## src/hw/fdd_host_pkg.sv

```systemverilog
/*
 Shared types and timing constants for the host-side flexible disk port.
 Assumes a 100 MHz system clock and a drive cable where every line is active low.
 // Function
 // [RULE1] All cable lines active low
 // [RULE2] Drive answers only while picked
 // [RULE3] Drive's pick line set by jumper
 // [RULE4] Direction low inward, high outward
 // [RULE5] Direction changes only before step pulses
 // [RULE6] One step pulse moves one track
 // [RULE7] Wait seek plus settle after stepping
 // [RULE8] Side line low picks side one
 // [RULE9] Wait after side change before access
 // [RULE10] Side held until erase tail ends
 // [RULE11] Write permit low records, high reads
 // [RULE12] Permit ignored when protected or unpicked
 // [RULE13] Each falling stream edge flips current
 // [RULE14] Stream accepted only when permitted
 // [RULE15] Spindle line runs motor, unselected
 // [RULE16] Spindle at speed within half second
 // [RULE17] Unpicked drive holds outputs high
*/
package fdd_host_pkg;

	localparam int unsigned CLK_PERIOD_NS  = 10;
	localparam int unsigned DIR_SETUP_NS   = 1000;
	localparam int unsigned STEP_LOW_NS    = 1000;
	localparam int unsigned FLUX_LOW_NS    = 250;
	localparam int unsigned SIDE_SETTLE_NS = 20000;
	localparam int unsigned SEEK_MS        = 6;
	localparam int unsigned HEAD_SETTLE_MS = 15;
	localparam int unsigned SPIN_UP_MS     = 500;
	localparam int unsigned ERASE_TAIL_US  = 1000;
	localparam int unsigned NS_PER_MS      = 1000000;
	localparam int unsigned NS_PER_US      = 1000;

	// Least times round up
	localparam int unsigned DIR_SETUP_CYC   = (DIR_SETUP_NS + CLK_PERIOD_NS - 1) / CLK_PERIOD_NS;
	localparam int unsigned STEP_LOW_CYC    = (STEP_LOW_NS + CLK_PERIOD_NS - 1) / CLK_PERIOD_NS;
	localparam int unsigned FLUX_LOW_CYC    = (FLUX_LOW_NS + CLK_PERIOD_NS - 1) / CLK_PERIOD_NS;
	localparam int unsigned SIDE_SETTLE_CYC = (SIDE_SETTLE_NS + CLK_PERIOD_NS - 1) / CLK_PERIOD_NS;
	localparam int unsigned STEP_PERIOD_CYC = SEEK_MS * NS_PER_MS / CLK_PERIOD_NS;
	localparam int unsigned SEEK_SETTLE_CYC = (SEEK_MS + HEAD_SETTLE_MS) * NS_PER_MS / CLK_PERIOD_NS;
	localparam int unsigned SPIN_UP_CYC     = SPIN_UP_MS * NS_PER_MS / CLK_PERIOD_NS;
	localparam int unsigned ERASE_TAIL_CYC  = ERASE_TAIL_US * NS_PER_US / CLK_PERIOD_NS;

	localparam int unsigned UNITS     = 4;
	localparam logic [3:0]  PICK_NONE = 4'hf;
	localparam logic [3:0]  PICK_ONE  = 4'h1;
	localparam logic [31:0] TIMER_ZERO = 32'h0;

	typedef enum logic [2:0] {
		OP_SELECT,
		OP_DESELECT,
		OP_SEEK,
		OP_SIDE,
		OP_WRITE_BEGIN,
		OP_WRITE_END
	} op_t;

	typedef struct packed {
		op_t        op;
		logic [1:0] unit;
		logic       inward;
		logic       side1;
		logic [7:0] steps;
	} cmd_t;

	typedef struct packed {
		logic [3:0] unit_pick_n;
		logic       direction_n;
		logic       step_n;
		logic       surface_choice_n;
		logic       record_permit_n;
		logic       record_stream_n;
		logic       spindle_run_n;
	} drive_pins_t;

endpackage

```

## src/hw/fdd_host_port.sv

```systemverilog
/*
 Host controller that drives one shared flexible disk cable: unit pick, stepping,
 side choice, gated write stream and spindle run. Commands arrive on a valid/ready
 port; flux requests arrive one per transition. Assumes all inputs are synchronous
 to clk and that the drive itself applies its own pick gating.
*/
`timescale 1ns/100ps
module fdd_host_port #(
	parameter int unsigned STEP_PERIOD = fdd_host_pkg::STEP_PERIOD_CYC,
	parameter int unsigned SEEK_SETTLE = fdd_host_pkg::SEEK_SETTLE_CYC,
	parameter int unsigned SPIN_UP     = fdd_host_pkg::SPIN_UP_CYC,
	parameter int unsigned ERASE_TAIL  = fdd_host_pkg::ERASE_TAIL_CYC
)(
	input  wire logic                      clk,
	input  wire logic                      rst_n,
	input  wire logic                      cmd_valid,
	input  wire fdd_host_pkg::cmd_t        cmd,
	output logic                           cmd_ready,
	output logic                           cmd_refused,
	input  wire logic                      flux_valid,
	output logic                           flux_ready,
	input  wire logic                      spin_on,
	output logic                           spin_ready,
	output logic                           rw_ok,
	input  wire logic                      media_locked_n,
	output fdd_host_pkg::drive_pins_t      pins
);
	import fdd_host_pkg::*;

	typedef enum logic [2:0] {
		S_IDLE,
		S_DIR_SETUP,
		S_STEP_LOW,
		S_STEP_GAP,
		S_SETTLE,
		S_SIDE_WAIT,
		S_WRITING,
		S_ERASE
	} state_t;

	logic        rst_meta;
	logic        rst_q;
	state_t      state;
	state_t      next_state;
	logic [31:0] timer;
	logic [31:0] next_timer;
	logic [7:0]  steps_left;
	logic [7:0]  next_steps_left;
	logic [31:0] flux_timer;
	logic [31:0] next_flux_timer;
	drive_pins_t next_pins;
	logic        next_cmd_ready;
	logic        next_cmd_refused;
	logic        next_flux_ready;
	logic        next_rw_ok;
	logic [31:0] spin_timer;
	logic [31:0] next_spin_timer;
	logic        next_spin_ready;
	logic        picked;
	logic        take;

	always_ff @(posedge clk or negedge rst_n)
	begin
		if (!rst_n)
		begin
			rst_meta <= 1'b0;
			rst_q    <= 1'b0;
		end
		else
		begin
			rst_meta <= 1'b1;
			rst_q    <= rst_meta;
		end
	end

	// [RULE2] pick any drive
	assign picked = (pins.unit_pick_n != PICK_NONE);
	assign take   = cmd_valid && cmd_ready;

	always_comb
	begin
		next_state       = state;
		next_pins        = pins;
		next_steps_left  = steps_left;
		next_timer       = (timer == TIMER_ZERO) ? TIMER_ZERO : timer - 32'h1;
		next_flux_timer  = (flux_timer == TIMER_ZERO) ? TIMER_ZERO : flux_timer - 32'h1;
		next_cmd_refused = 1'b0;
		// [RULE15] spindle run level
		next_pins.spindle_run_n = !spin_on;
		unique case (state)
			S_IDLE:
			begin
				if (take)
				begin
					unique case (cmd.op)
						OP_SELECT:
						begin
							// [RULE3] one line per unit
							next_pins.unit_pick_n = ~(PICK_ONE << cmd.unit);
						end
						OP_DESELECT:
						begin
							next_pins.unit_pick_n = PICK_NONE;
						end
						OP_SEEK:
						begin
							if (cmd.steps != 8'h0)
							begin
								// [RULE4] [RULE5] direction before steps
								next_pins.direction_n = !cmd.inward;
								next_steps_left       = cmd.steps;
								next_timer            = 32'(DIR_SETUP_CYC - 1);
								next_state            = S_DIR_SETUP;
							end
						end
						OP_SIDE:
						begin
							// [RULE8] low picks side one
							next_pins.surface_choice_n = !cmd.side1;
							next_timer                 = 32'(SIDE_SETTLE_CYC - 1);
							next_state                 = S_SIDE_WAIT;
						end
						OP_WRITE_BEGIN:
						begin
							// [RULE12] never permit when protected
							if (media_locked_n && picked && spin_ready)
							begin
								// [RULE11] permit low records
								next_pins.record_permit_n = 1'b0;
								next_state                = S_WRITING;
							end
							else
							begin
								next_cmd_refused = 1'b1;
							end
						end
						default:
						begin
							next_cmd_refused = 1'b1;
						end
					endcase
				end
			end
			S_DIR_SETUP, S_STEP_GAP:
			begin
				if (timer == TIMER_ZERO)
				begin
					next_pins.step_n = 1'b0;
					next_timer       = 32'(STEP_LOW_CYC - 1);
					next_state       = S_STEP_LOW;
				end
			end
			S_STEP_LOW:
			begin
				if (timer == TIMER_ZERO)
				begin
					// [RULE6] one pulse per track
					next_pins.step_n = 1'b1;
					next_steps_left  = steps_left - 8'h1;
					if (steps_left == 8'h1)
					begin
						// [RULE7] seek plus settle wait
						next_timer = 32'(SEEK_SETTLE - 1);
						next_state = S_SETTLE;
					end
					else
					begin
						next_timer = 32'(STEP_PERIOD - STEP_LOW_CYC - 1);
						next_state = S_STEP_GAP;
					end
				end
			end
			S_SETTLE, S_SIDE_WAIT:
			begin
				// [RULE9] settle before access
				if (timer == TIMER_ZERO)
					next_state = S_IDLE;
			end
			S_WRITING:
			begin
				if (flux_valid && flux_ready)
				begin
					// [RULE13] one low pulse per flux
					next_pins.record_stream_n = 1'b0;
					next_flux_timer           = 32'(FLUX_LOW_CYC - 1);
				end
				else if (flux_timer == TIMER_ZERO)
					next_pins.record_stream_n = 1'b1;
				if (take && cmd.op != OP_WRITE_END)
					next_cmd_refused = 1'b1;
				if (!media_locked_n || (take && cmd.op == OP_WRITE_END))
				begin
					// [RULE14] stream only while permitted
					next_pins.record_permit_n = 1'b1;
					next_pins.record_stream_n = 1'b1;
					next_flux_timer           = TIMER_ZERO;
					next_timer                = 32'(ERASE_TAIL - 1);
					next_state                = S_ERASE;
				end
			end
			S_ERASE:
			begin
				// [RULE10] side held through erase tail
				if (timer == TIMER_ZERO)
					next_state = S_IDLE;
			end
		endcase
		next_cmd_ready  = (next_state == S_IDLE) || (next_state == S_WRITING);
		next_flux_ready = (next_state == S_WRITING) && next_pins.record_stream_n && (next_flux_timer == TIMER_ZERO);
		next_rw_ok      = (next_state == S_IDLE) && next_spin_ready && (next_pins.unit_pick_n != PICK_NONE);
	end

	always_ff @(posedge clk or negedge rst_q)
	begin
		if (!rst_q)
		begin
			state       <= S_IDLE;
			timer       <= TIMER_ZERO;
			flux_timer  <= TIMER_ZERO;
			steps_left  <= 8'h0;
			// [RULE1] all lines idle high
			pins        <= '1;
			cmd_ready   <= 1'b0;
			cmd_refused <= 1'b0;
			flux_ready  <= 1'b0;
			rw_ok       <= 1'b0;
		end
		else
		begin
			state       <= next_state;
			timer       <= next_timer;
			flux_timer  <= next_flux_timer;
			steps_left  <= next_steps_left;
			pins        <= next_pins;
			cmd_ready   <= next_cmd_ready;
			cmd_refused <= next_cmd_refused;
			flux_ready  <= next_flux_ready;
			rw_ok       <= next_rw_ok;
		end
	end

	// Spin-up counter restarts whenever the motor is told to stop
	always_comb
	begin
		next_spin_timer = spin_timer;
		next_spin_ready = spin_ready;
		if (!spin_on)
		begin
			next_spin_timer = 32'(SPIN_UP - 1);
			next_spin_ready = 1'b0;
		end
		// [RULE16] ready after spin-up time
		else if (spin_timer == TIMER_ZERO)
			next_spin_ready = 1'b1;
		else
			next_spin_timer = spin_timer - 32'h1;
	end

	always_ff @(posedge clk or negedge rst_q)
	begin
		if (!rst_q)
		begin
			spin_timer <= 32'(SPIN_UP - 1);
			spin_ready <= 1'b0;
		end
		else
		begin
			spin_timer <= next_spin_timer;
			spin_ready <= next_spin_ready;
		end
	end
endmodule
```

## config.mk

```make
export PLATFORM = sky130hd
export DESIGN_NAME = fdd_host_port
export DESIGN_NICKNAME = d
export VERILOG_FILES = /design/src/hw/fdd_host_pkg.sv /design/src/hw/fdd_host_port.sv
export SDC_FILE = /design/constraint.sdc
export NUM_CORES = 1
export LEC_CHECK = 0
export ABC_CLOCK_PERIOD_IN_PS = 3760
export BUFFER_PORTS_ARGS = -buffer_cell sky130_fd_sc_hd__buf_2
export CAP_MARGIN = 20
export CORE_UTILIZATION = 40
export CTS_BUF_LIST = sky130_fd_sc_hd__clkbuf_4 sky130_fd_sc_hd__clkbuf_8
export DETAILED_ROUTE_END_ITERATION = 16
export GPL_TIMING_DRIVEN = 0
export PLACE_DENSITY = 0.7
export SLEW_MARGIN = 10
export SYNTH_ARGS = -nofsm -noshare
export SYNTH_HDL_FRONTEND = slang
export SYNTH_SLANG_ARGS = --single-unit
```

## constraint.sdc

```tcl
create_clock -name clk -period 3.76 [get_ports clk]
set_input_delay 0.752 -clock clk [delete_from_list [all_inputs] [get_ports clk]]
set_output_delay 0.752 -clock clk [all_outputs]
set_load 0.05 [all_outputs]
```

==> impl_metrics.toml, run 1 <==
[status]
run_status = "finished, final reports clean"

[yosys]
flip_flop_and_latch_count_after_synthesis = 124
yosysSeqAreaShare_pct = 47.8
ys_top_cells_by_area = "sky130_fd_sc_hd__dfrtp_1 (37%), sky130_fd_sc_hd__dfstp_2 (11%), sky130_fd_sc_hd__xnor2_1 (6.5%), sky130_fd_sc_hd__nor2_1 (6.1%), sky130_fd_sc_hd__xor2_1 (4.1%)"
syn-num-nets = 744
postSynthAreaPerCell_um2 = 9.14
yosysUniqueCellTypes = 66
netlist_area_um2 = 6560
syn_inst = 718
synth_top_area_cell = "sky130_fd_sc_hd__dfrtp_1"
most_used_standard_cell_by_instance_count_after_synthesis = "sky130_fd_sc_hd__nor2_1"
synth-main-ff-cell = "sky130_fd_sc_hd__dfrtp_1"
post_synth_most_frequent_cells = "sky130_fd_sc_hd__nor2_1 (107), sky130_fd_sc_hd__dfrtp_1 (96), sky130_fd_sc_hd__nand2_1 (70), sky130_fd_sc_hd__xnor2_1 (49), sky130_fd_sc_hd__nor3_1 (41)"
post-synth-top-area-fraction_pct = 36.6
synthesis.yosys.warnings = 0
synth_enable_flop_cells = 0
synth_async_sr_flop_share_pct = 100

[setup_path]
critical_path_peak_fanout = 10
timing.critical_path.cells = "or4_1 -> nor4b_1 -> nand3_1 -> nor4_1 -> clkbuf_1 -> nor2_1 -> nor2_1 -> and3b_1"
critical_path_required_ns = 4.14
path_delay_family = "simple AND/OR/NAND/NOR gates"
setup.worst_path.start_class = "flop"
endpoint_kind_of_the_worst_setup_timing_path = "flop"
worst_ep_arrival_time_ns = 3.67
critPathSlowestCell = "sky130_fd_sc_hd__or4_1"
slowest_delay_ns = 0.60
cp.buffers_inverters = 1
cp_common_cell = "sky130_fd_sc_hd__nor2_1"
critical_path_class = "reg -> reg"

[floorplanning]
design.die.area_um2 = 16900
core-area_um2 = 15900
count_of_standard_cell_rows = 46
die_width_um = 130
dieHeight_um = 130
pin_count = 36
effective_utilization_at_floorplan_pct = 41.1

[hold_path]
min_delay_path_class = "in -> async"

[clock_tree]
clock-root-buffer = "sky130_fd_sc_hd__clkbuf_8"
clock_path_buffers = 2
htreeDepth = 4
worst_skew_pair.late_latency_ns = 0.45
cts.hold.buffers_added = 0
clock_tree_from_tritoncts = "built"
cts.repair.resized = 0
tritoncts.num_buffers = 17
cts.sinks = 124
clkSlewWorstSetupHoldPaths_ns = 0.07
postCtsSetupRepairBufs = 0

[place]
port-buffer-count = 33
place.gp.congestion = 0.808
detailedPlacementHpwl_mm = 9.91

[routing]
routed_wirelength_mm = 14.3
detail_route.vias_per_cell = 5.32
route.antenna.remaining_nets = 0
dr.first_iter.drc_count = 347
drcViolationCount = 0
wire_per_inst_um = 14.2
length_of_the_first_detailed_routing_pass_in_iterations = 4
via_count = 5325

[sta]
grt_setup_unrepaired = "false"
max_freq_mhz = 304
slew_of_the_pin_with_the_lowest_slew_margin_ns = 1.00
finalWorstPathRequiredPeriod_ns = 3.29
skew_ns = 0.0111
slew_headroom_pct = 32.7
final_hold_viol_count = 0
final_max_slew_viol_count = 0
post-route-period-util_pct = 87.4
finalSetupViolCount = 0

[cells_and_area]
antennaDiodeCount = 0
utilization_of_the_core_after_routing_pct = 47.2
area.growth.synth_to_final_pct = 14.7
design.final.nets = 798
drive_above_1_share_pct = 14.5

[power_and_ir_drop]
vdd_drop_max_mv = 0.191
power_leakage_nw = 2.88
pwr_density_cell_nw_per_um2 = 371
report.power.total_w = 0.00279

[grt]
antenna_violations_before_repair = 0
globalRouteTotalUtil_pct = 18.5
number_of_global_route_vias_before_repair = 5208
grt_start_max_net_pins = 61
overflow = 0
global_route_wire_length_before_repair_mm = 24.7

[run]
number_of_maximum_capacitance_constraint_violations = 0
==> registers in the layout, summed over array words and instances, names as in the netlist <==
signal       flops
cmd_ready        1
cmd_refused      1
flux_ready       1
flux_timer      32
pins            10
rst_meta         1
rst_q            1
rw_ok            1
spin_ready       1
spin_timer      32
state            3
steps_left       8
timer           32
==> per-layer routing <==
layer | wire length (um) | part of all wire [%] | vias up | global-route usage [%]
li1 | - | - | 2662 | -
met4 | 269 | 1.9 | 0 | 7.80
met3 | 497 | 3.5 | 23 | 3.94
met1 | 6800 | 48 | 2543 | 23.8
met2 | 6690 | 47 | 97 | 30.3
met5 | 0 | 0 | - | 0
==> layout make-up <==
class,instances,area [um^2]
timing repair buffer,35,220
inverter,16,60.1
fill,1544,8420
clock buffer,21,283
multi-input combinational,551,3250
tap,216,270
sequential,124,3140
buffer,27,110
clock inverter,11,189
==> layout by cell type (no fill, tap or decap), drive strengths merged, types with 5 or more instances in the layout <==
master,count
a21oi,38
and2,5
and3,5
buf,37
bufinv,5
clkbuf,46
clkinv,5
dfrtp,96
dfstp,28
ha,5
inv,15
nand2,70
nand2b,5
nand3,15
nand3b,5
nand4,9
nor2,107
nor3,42
nor4,26
nor4b,5
o21ai,31
o22ai,7
o31ai,5
or3,18
or4,13
xnor2,49
xor2,31
==> worst reg2reg max path: cells and delay by family, from the launching register on <==
kind                   cells  cell delay (ns)
AND/OR/NAND/NOR            7             2.37
flip-flops                 1             0.38
buffers and inverters      1             0.46
==> where the power goes <==
part	internal, W	leakage, nW	switching [W]
clock network	0.000847	0.235	0.000530
logic	0.0000211	1.24	0.0000483
registers	0.00134	1.40	0.00000550
total	0.00221	2.88	0.000584
==> path summary, 6_finish.rpt <==
check	from	endpoint	slack (ns)	depth (start not counted)
max in group asynchronous	rst_q$_DFF_PN0_	pins[6]$_DFF_PN1_	2.69	2
min in group clk	rst_meta$_DFF_PN0_	rst_q$_DFF_PN0_	0.35	0
setup reg to reg	spin_timer[4]$_DFFE_PN1P_	rw_ok$_DFF_PN0_	0.47	8
hold / removal	rst_n	rst_q$_DFF_PN0_	0.07	1
hold reg to reg	rst_q$_DFF_PN0_	flux_timer[22]$_DFF_PN0_	0.18	0
setup / recovery	spin_timer[4]$_DFFE_PN1P_	rw_ok$_DFF_PN0_	0.47	8
==> stage by stage <==
stage          cell area (um^2)  std cells  hold slack [ns]  TNS (ns)  worst slack [ns]
2_1_floorplan              6560        718            0.331         0            0.0985
3_3_place_gp               7000        967            0.336   -130.01             -1.38
3_5_place_dp               7050        969            0.185         0             0.311
4_1_cts                    7530       1001           0.0457         0             0.464
5_1_grt                    7530       1001           0.0587         0             0.200
6_report                   7530       1001           0.0727         0             0.474
==> cell families after synthesis <==
logic type                 after synthesis  share of synthesized area [%]
DFF                                    124                           47.8
other                                    1                         0.0572
AOI/OAI and AO/OA                      113                           10.5
muxes                                    2                          0.305
xor gates and xnor gates                80                           10.7
buffers and inverters                   43                           2.59
and+or+nand+nor                        350                           27.1
adders and majority gates                5                          0.954
No activity file was read; power rests on OpenSTA's default activity.
==> run 2: changes to the inputs <==
Settings changed: CTS_BUF_LIST sky130_fd_sc_hd__clkbuf_4 sky130_fd_sc_hd__clkbuf_8 to sky130_fd_sc_hd__clkbuf_8.
==> run 2 against run 1 <==
  * Sequential share of layout area hardly changed
  * Critical path depth stayed put
  * Clock skew hardly changed
  * Global-route usage is 0.062 points lower
  * Non-clock buffer count stayed put
  * Largest cell class unchanged
  * Highest routed layer unchanged
==> impl_metrics.toml, run 2 (synthesis gave the netlist of run 1 again) <==
[grt]
globalRouteTotalUtil_pct = 18.5
antenna_violations_before_repair = 0
overflow = 0
number_of_global_route_vias_before_repair = 5189
grt_start_max_net_pins = 61
global_route_wire_length_before_repair_mm = 24.6

[floorplanning]
pin_count = 36
effective_utilization_at_floorplan_pct = 41.1
die_width_um = 130
dieHeight_um = 130
count_of_standard_cell_rows = 46
core-area_um2 = 15900
design.die.area_um2 = 16900

[status]
run_status = "finished, final reports clean"

[cells_and_area]
largestRegisters = "flux_timer x32, spin_timer x32, timer x32"
drive_above_1_share_pct = 14.4
utilization_of_the_core_after_routing_pct = 47.2
mostFrequentLayoutCells = "sky130_fd_sc_hd__nor2_1 (107), sky130_fd_sc_hd__dfrtp_1 (95), sky130_fd_sc_hd__nand2_1 (70)"
finish.instance_area_um2 = 7520
design.final.nets = 798
most_frequent_standard_cell_in_the_layout_excluding_fill_and_tap_cells = "sky130_fd_sc_hd__nor2_1"
post_layout_nonfiller_instances = 1001
area.growth.synth_to_final_pct = 14.7
antennaDiodeCount = 0
fill_cells = 1545

[clock_tree]
postCtsSetupRepairBufs = 0
clock-root-buffer = "sky130_fd_sc_hd__clkbuf_8"
cts.hold.buffers_added = 0
cts.sinks = 124
htreeDepth = 4
cts.repair.resized = 0
clock_path_buffers = 2
worst_skew_pair.late_latency_ns = 0.45
clock_tree_from_tritoncts = "built"
tritoncts.num_buffers = 17
clkSlewWorstSetupHoldPaths_ns = 0.07

[power_and_ir_drop]
vdd_drop_max_mv = 0.191
report.power.total_w = 0.00278
pwr_density_cell_nw_per_um2 = 370
power_leakage_nw = 2.88

[sta]
post-route-period-util_pct = 88.0
final_max_slew_viol_count = 0
slew_headroom_pct = 33.2
skew_ns = 0.0113
slew_of_the_pin_with_the_lowest_slew_margin_ns = 0.994
final_hold_viol_count = 0
max_freq_mhz = 302
grt_setup_unrepaired = "false"
finalWorstPathRequiredPeriod_ns = 3.31
finalSetupViolCount = 0

[routing]
dr.first_iter.drc_count = 346
detail_route.vias_per_cell = 5.28
drcViolationCount = 0
length_of_the_first_detailed_routing_pass_in_iterations = 6
via_count = 5290
wire_per_inst_um = 14.2
routed_wirelength_mm = 14.2
route.antenna.remaining_nets = 0

[setup_path]
critical_path_required_ns = 4.14
setup.worst_path.start_class = "flop"
worstSetupStartpoint = "spin_timer[4]$_DFFE_PN1P_"
r2r_start = "spin_timer[4]$_DFFE_PN1P_"
critical_path_class = "reg -> reg"
critical_path_peak_fanout = 10
worst_ep_arrival_time_ns = 3.69
endpoint_kind_of_the_worst_setup_timing_path = "flop"

[place]
place.detailed.instances = 969
place.gp.congestion = 0.808
port-buffer-count = 33
placed_area_um2 = 7050
detailedPlacementHpwl_mm = 9.91

[run]
number_of_maximum_capacitance_constraint_violations = 0

[hold_path]
min_delay_path_class = "in -> async"
## run 2: cell count changes in the layout (fill, tap and decap cells not counted), sizes merged
cell / delta
inv: +1
clkbuf: -1
## run 2: final timing paths
| path | cells after the start | end | slack, ns |
|---|---|---|---|
| max | 8 | rw_ok$_DFF_PN0_ | 0.45 |
| min | 1 | rst_q$_DFF_PN0_ | 0.07 |
| max reg2reg | 8 | rw_ok$_DFF_PN0_ | 0.45 |
| min reg2reg | 0 | flux_timer[22]$_DFF_PN0_ | 0.18 |
| max in group asynchronous | 2 | spin_timer[4]$_DFFE_PN1P_ | 2.69 |
| min in group clk | 0 | rst_q$_DFF_PN0_ | 0.35 |
## run 2: metrics by stage
stage          setup TNS (ns)  worst slack [ns]  hold slack, ns
6_report                    0             0.452          0.0740
3_5_place_dp                0             0.311           0.185
2_1_floorplan               0            0.0985           0.331
5_1_grt                     0             0.200          0.0587
3_3_place_gp          -130.01             -1.38           0.336
4_1_cts                     0             0.464          0.0457
## run 2: worst max-delay path, stage by stage, from the launching register on
cell	delay, ns
sky130_fd_sc_hd__dfstp_2	0.38
sky130_fd_sc_hd__or4_1	0.60
sky130_fd_sc_hd__nor4b_1	0.57
sky130_fd_sc_hd__nand3_1	0.23
sky130_fd_sc_hd__nor4_1	0.60
sky130_fd_sc_hd__clkbuf_1	0.46
sky130_fd_sc_hd__nor2_1	0.09
sky130_fd_sc_hd__nor2_1	0.14
sky130_fd_sc_hd__and3b_1	0.18
## run 2: layer usage
layer,share of wire (%),track usage [%],wire [um]
met1,48,23.7,6840
met2,47,30.5,6640
met3,3.4,3.94,481
met4,1.6,7.11,223
met5,0,0,0
## run 2: final cells by class
cell class	count	area (um^2)	area share, %
timing repair buffer	35	220	2.93
buffer	27	110	1.46
tap	216	270	3.59
clock buffer	20	275	3.66
inverter	16	60.1	0.798
multi-input combinational	551	3250	43.2
clock inverter	12	193	2.56
sequential	124	3140	41.8
## run 2: power breakdown
part           internal, W   total, W  switching, W
Combinational    0.0000211  0.0000692     0.0000482
Sequential         0.00134    0.00135    0.00000549
Clock             0.000837    0.00137      0.000531
Total              0.00220    0.00278      0.000585
==> run 3: changes to the inputs <==
Settings changed: ABC_AREA from default to 1.
==> run 3 against run 2 <==
  * Clock-buffer cell count fell by 2
  * Final cell count rose by 36%
  * Final area rose by 14%
  * Worst setup slack improved by 0.93 ns
  * Via count rose by 29%
  * Worst hold slack improved by 0.0073 ns
  * Sequential share of layout area fell by 5.2 points
  * Register-to-register slack improved by 0.93 ns
  * Die area rose by 16%
  * Combinational power rose by 5.1%
  * Global-route usage rose by 0.46 points
==> impl_metrics.toml, run 3 <==
[setup_path]
critical_path_peak_fanout = 7
critical_path_required_ns = 4.10
cp_common_cell = "sky130_fd_sc_hd__nand2_1"
path_delay_family = "simple AND/OR/NAND/NOR gates"
setup.worst_path.start_class = "flop"
endpoint_kind_of_the_worst_setup_timing_path = "flop"
critical_path_class = "reg -> reg"
critPathSlowestCell = "sky130_fd_sc_hd__dfrtp_1"
rrSetupSlack_ns = 1.38
timing.critical_path.cells = "inv_1 -> ha_1 -> nand2_2 -> nor2_4 -> nand3_2 -> nor2_1 -> nand2_1 -> nor2_2 -> nand2_1 -> nand4_1 -> nor2_1 -> nand2_1 -> nand2_1"
slowest_delay_ns = 0.36
worst_ep_arrival_time_ns = 2.71
cp.buffers_inverters = 1

[cells_and_area]
drive_above_1_share_pct = 14.7
regArea_um2 = 3140
largestRegisters = "flux_timer x32, spin_timer x32, timer x32"
finish.instance_area_um2 = 8580
design.final.nets = 1145
area.growth.synth_to_final_pct = 12.3
antennaDiodeCount = 0
fill_cells = 1809
mostFrequentLayoutCells = "sky130_fd_sc_hd__nand2_1 (213), sky130_fd_sc_hd__nor2_1 (211), sky130_fd_sc_hd__inv_1 (151)"
multi_input_comb_area_um2 = 3810
most_frequent_standard_cell_in_the_layout_excluding_fill_and_tap_cells = "sky130_fd_sc_hd__nand2_1"

[floorplanning]
die_width_um = 140
core-area_um2 = 18700
count_of_standard_cell_rows = 50
pin_count = 36
dieHeight_um = 140
effective_utilization_at_floorplan_pct = 40.8
design.die.area_um2 = 19700

[sta]
finalWorstPathRequiredPeriod_ns = 2.38
finalSetupViolCount = 0
worst_hold_slack_ns = 0.0813
final_hold_viol_count = 0
post-route-period-util_pct = 63.2
max_freq_mhz = 421
slew_of_the_pin_with_the_lowest_slew_margin_ns = 0.687
final.setup.worst_slack_ns = 1.38
grt_setup_unrepaired = "false"
slew_headroom_pct = 53.8
skew_ns = 0.0129
final_max_slew_viol_count = 0

[routing]
via_count = 6811
length_of_the_first_detailed_routing_pass_in_iterations = 6
drcViolationCount = 0
routed_wirelength_mm = 17.5
route.antenna.remaining_nets = 0
wire_per_inst_um = 12.8
dr.first_iter.drc_count = 410
detail_route.vias_per_cell = 4.99

[yosys]
synthesis.yosys.warnings = 0
netlist_area_um2 = 7640
flip_flop_and_latch_count_after_synthesis = 124
synth_top_family_by_area = "simple AND/OR/NAND/NOR gates"
post_synth_most_frequent_cells = "sky130_fd_sc_hd__nand2_1 (213), sky130_fd_sc_hd__nor2_1 (211), sky130_fd_sc_hd__inv_1 (151), sky130_fd_sc_hd__dfrtp_1 (96), sky130_fd_sc_hd__nand3_1 (63)"
synth_async_sr_flop_share_pct = 100
yosys.area_share.adder_pct = 0.819
synth_enable_flop_cells = 0
synth_area_in_compound_gates_pct = 9.47
synth_xor_xnor_area_share_pct = 5.27
yosysSeqAreaShare_pct = 41.1
synth-main-ff-cell = "sky130_fd_sc_hd__dfrtp_1"
postSynthAreaPerCell_um2 = 7.18
syn_inst = 1064
synth-simple-area-share_pct = 34.2
post-synth-top-area-fraction_pct = 31.4
syn-num-nets = 1090
synth_top_area_cell = "sky130_fd_sc_hd__dfrtp_1"
synth_mux_area_share_pct = 0
most_used_standard_cell_by_instance_count_after_synthesis = "sky130_fd_sc_hd__nand2_1"
ys_top_cells_by_area = "sky130_fd_sc_hd__dfrtp_1 (31%), sky130_fd_sc_hd__nand2_1 (10%), sky130_fd_sc_hd__nor2_1 (10%), sky130_fd_sc_hd__dfstp_2 (9.6%), sky130_fd_sc_hd__inv_1 (7.4%)"
yosysUniqueCellTypes = 46

[power_and_ir_drop]
pwr-share-comb_pct = 2.7
report.power.total_w = 0.00266
total_switching_power_w = 0.000618
fraction_of_power_spent_switching_nets_pct = 23.3
pwr_density_cell_nw_per_um2 = 309
cellInternalPower_w = 0.00204
share_clk_of_total_power_pct = 46.4
vdd_drop_max_mv = 0.184
seq_power_share_pct = 50.8
power_leakage_nw = 4.26

[grt]
grt_start_max_net_pins = 57
overflow = 0
global_route_wire_length_before_repair_mm = 29.8
antenna_violations_before_repair = 0
number_of_global_route_vias_before_repair = 6442
globalRouteTotalUtil_pct = 18.9

[place]
placed_area_um2 = 8160
place.gp.congestion = 0.906
port-buffer-count = 34
detailedPlacementHpwl_mm = 13.3
pre_cts_slack_ns = 1.18

[clock_tree]
clock_tree_from_tritoncts = "built"
cts.hold.buffers_added = 0
clkSlewWorstSetupHoldPaths_ns = 0.08
htreeDepth = 4
clock_path_buffers = 2
worst_skew_pair.late_latency_ns = 0.45
postCtsSetupRepairBufs = 0
cts.repair.resized = 0
cts.sinks = 124
clock-root-buffer = "sky130_fd_sc_hd__clkbuf_8"
tritoncts.num_buffers = 17

[run]
number_of_maximum_capacitance_constraint_violations = 0

[status]
run_status = "finished, final reports clean"

[hold_path]
min_delay_path_class = "in -> async"
## run 3: cell type report
class / instances / area share (%)
Multi-Input combinational cell: 763 / 44.4
Inverter: 166 / 7.26
Timing Repair Buffer: 36 / 2.62
Sequential cell: 124 / 36.6
Buffer: 11 / 0.817
Tap cell: 234 / 3.41
Clock buffer: 18 / 2.89
Clock inverter: 14 / 2.00
## run 3: per-stage QoR
step / TNS, ns / utilization (%) / cells
after CTS: 0 / 45.9 / 1366
after global placement: -131.94 / 43.3 / 1332
after floorplan: 0 / - / 1064
after global routing: 0 / 45.9 / 1366
final: 0 / 45.9 / 1366
after detailed placement: 0 / 43.6 / 1334
## run 3: cells by family (layout without fill, tap and decap cells)
family	count (synthesis)	count (layout)
AND/OR/NAND/NOR	585	585
buffers and inverters	177	245
AO/OA/AOI/OAI	126	126
flip-flops	124	124
XOR/XNOR	46	46
adder cells (fa/ha/maj)	5	5
other	1	1
## run 3: power by group through the flow
stage	Sequential [W]	Clock [W]	Combinational [W]
finish	0.00135	0.00123	0.0000727
global route	0.00135	0.00133	0.0000833
CTS	0.00135	0.00127	0.0000749
detailed placement	0.00137	0	0.0000750
global placement	0.00139	0	0.0000451
floorplan	0.00139	0	0.0000225
## run 3: path summary, 6_finish.rpt
path | startpoint | to | cells after the start
max | timer[0]$_DFF_PN0_ | cmd_ready$_DFF_PN0_ | 13
min | rst_n | rst_q$_DFF_PN0_ | 1
max reg2reg | timer[0]$_DFF_PN0_ | cmd_ready$_DFF_PN0_ | 13
min reg2reg | rst_q$_DFF_PN0_ | flux_timer[17]$_DFF_PN0_ | 0
max in group asynchronous | rst_q$_DFF_PN0_ | pins[5]$_DFFE_PN1P_ | 1
min in group clk | rst_meta$_DFF_PN0_ | rst_q$_DFF_PN0_ | 0
## run 3: routing by layer
layer	GRT usage (%)	part of all wire (%)
met5	0	0
met4	6.82	1.5
met3	3.52	4.3
met2	30.9	47
met1	25.0	47
## run 3: worst reg2reg max path, stage by stage (launching register included)
cell,delay (ns)
sky130_fd_sc_hd__dfrtp_1,0.36
sky130_fd_sc_hd__inv_1,0.11
sky130_fd_sc_hd__ha_1,0.23
sky130_fd_sc_hd__nand2_2,0.10
sky130_fd_sc_hd__nor2_4,0.21
sky130_fd_sc_hd__nand3_2,0.15
sky130_fd_sc_hd__nor2_1,0.11
sky130_fd_sc_hd__nand2_1,0.16
sky130_fd_sc_hd__nor2_2,0.27
sky130_fd_sc_hd__nand2_1,0.21
sky130_fd_sc_hd__nand4_1,0.15
sky130_fd_sc_hd__nor2_1,0.06
sky130_fd_sc_hd__nand2_1,0.08
sky130_fd_sc_hd__nand2_1,0.05
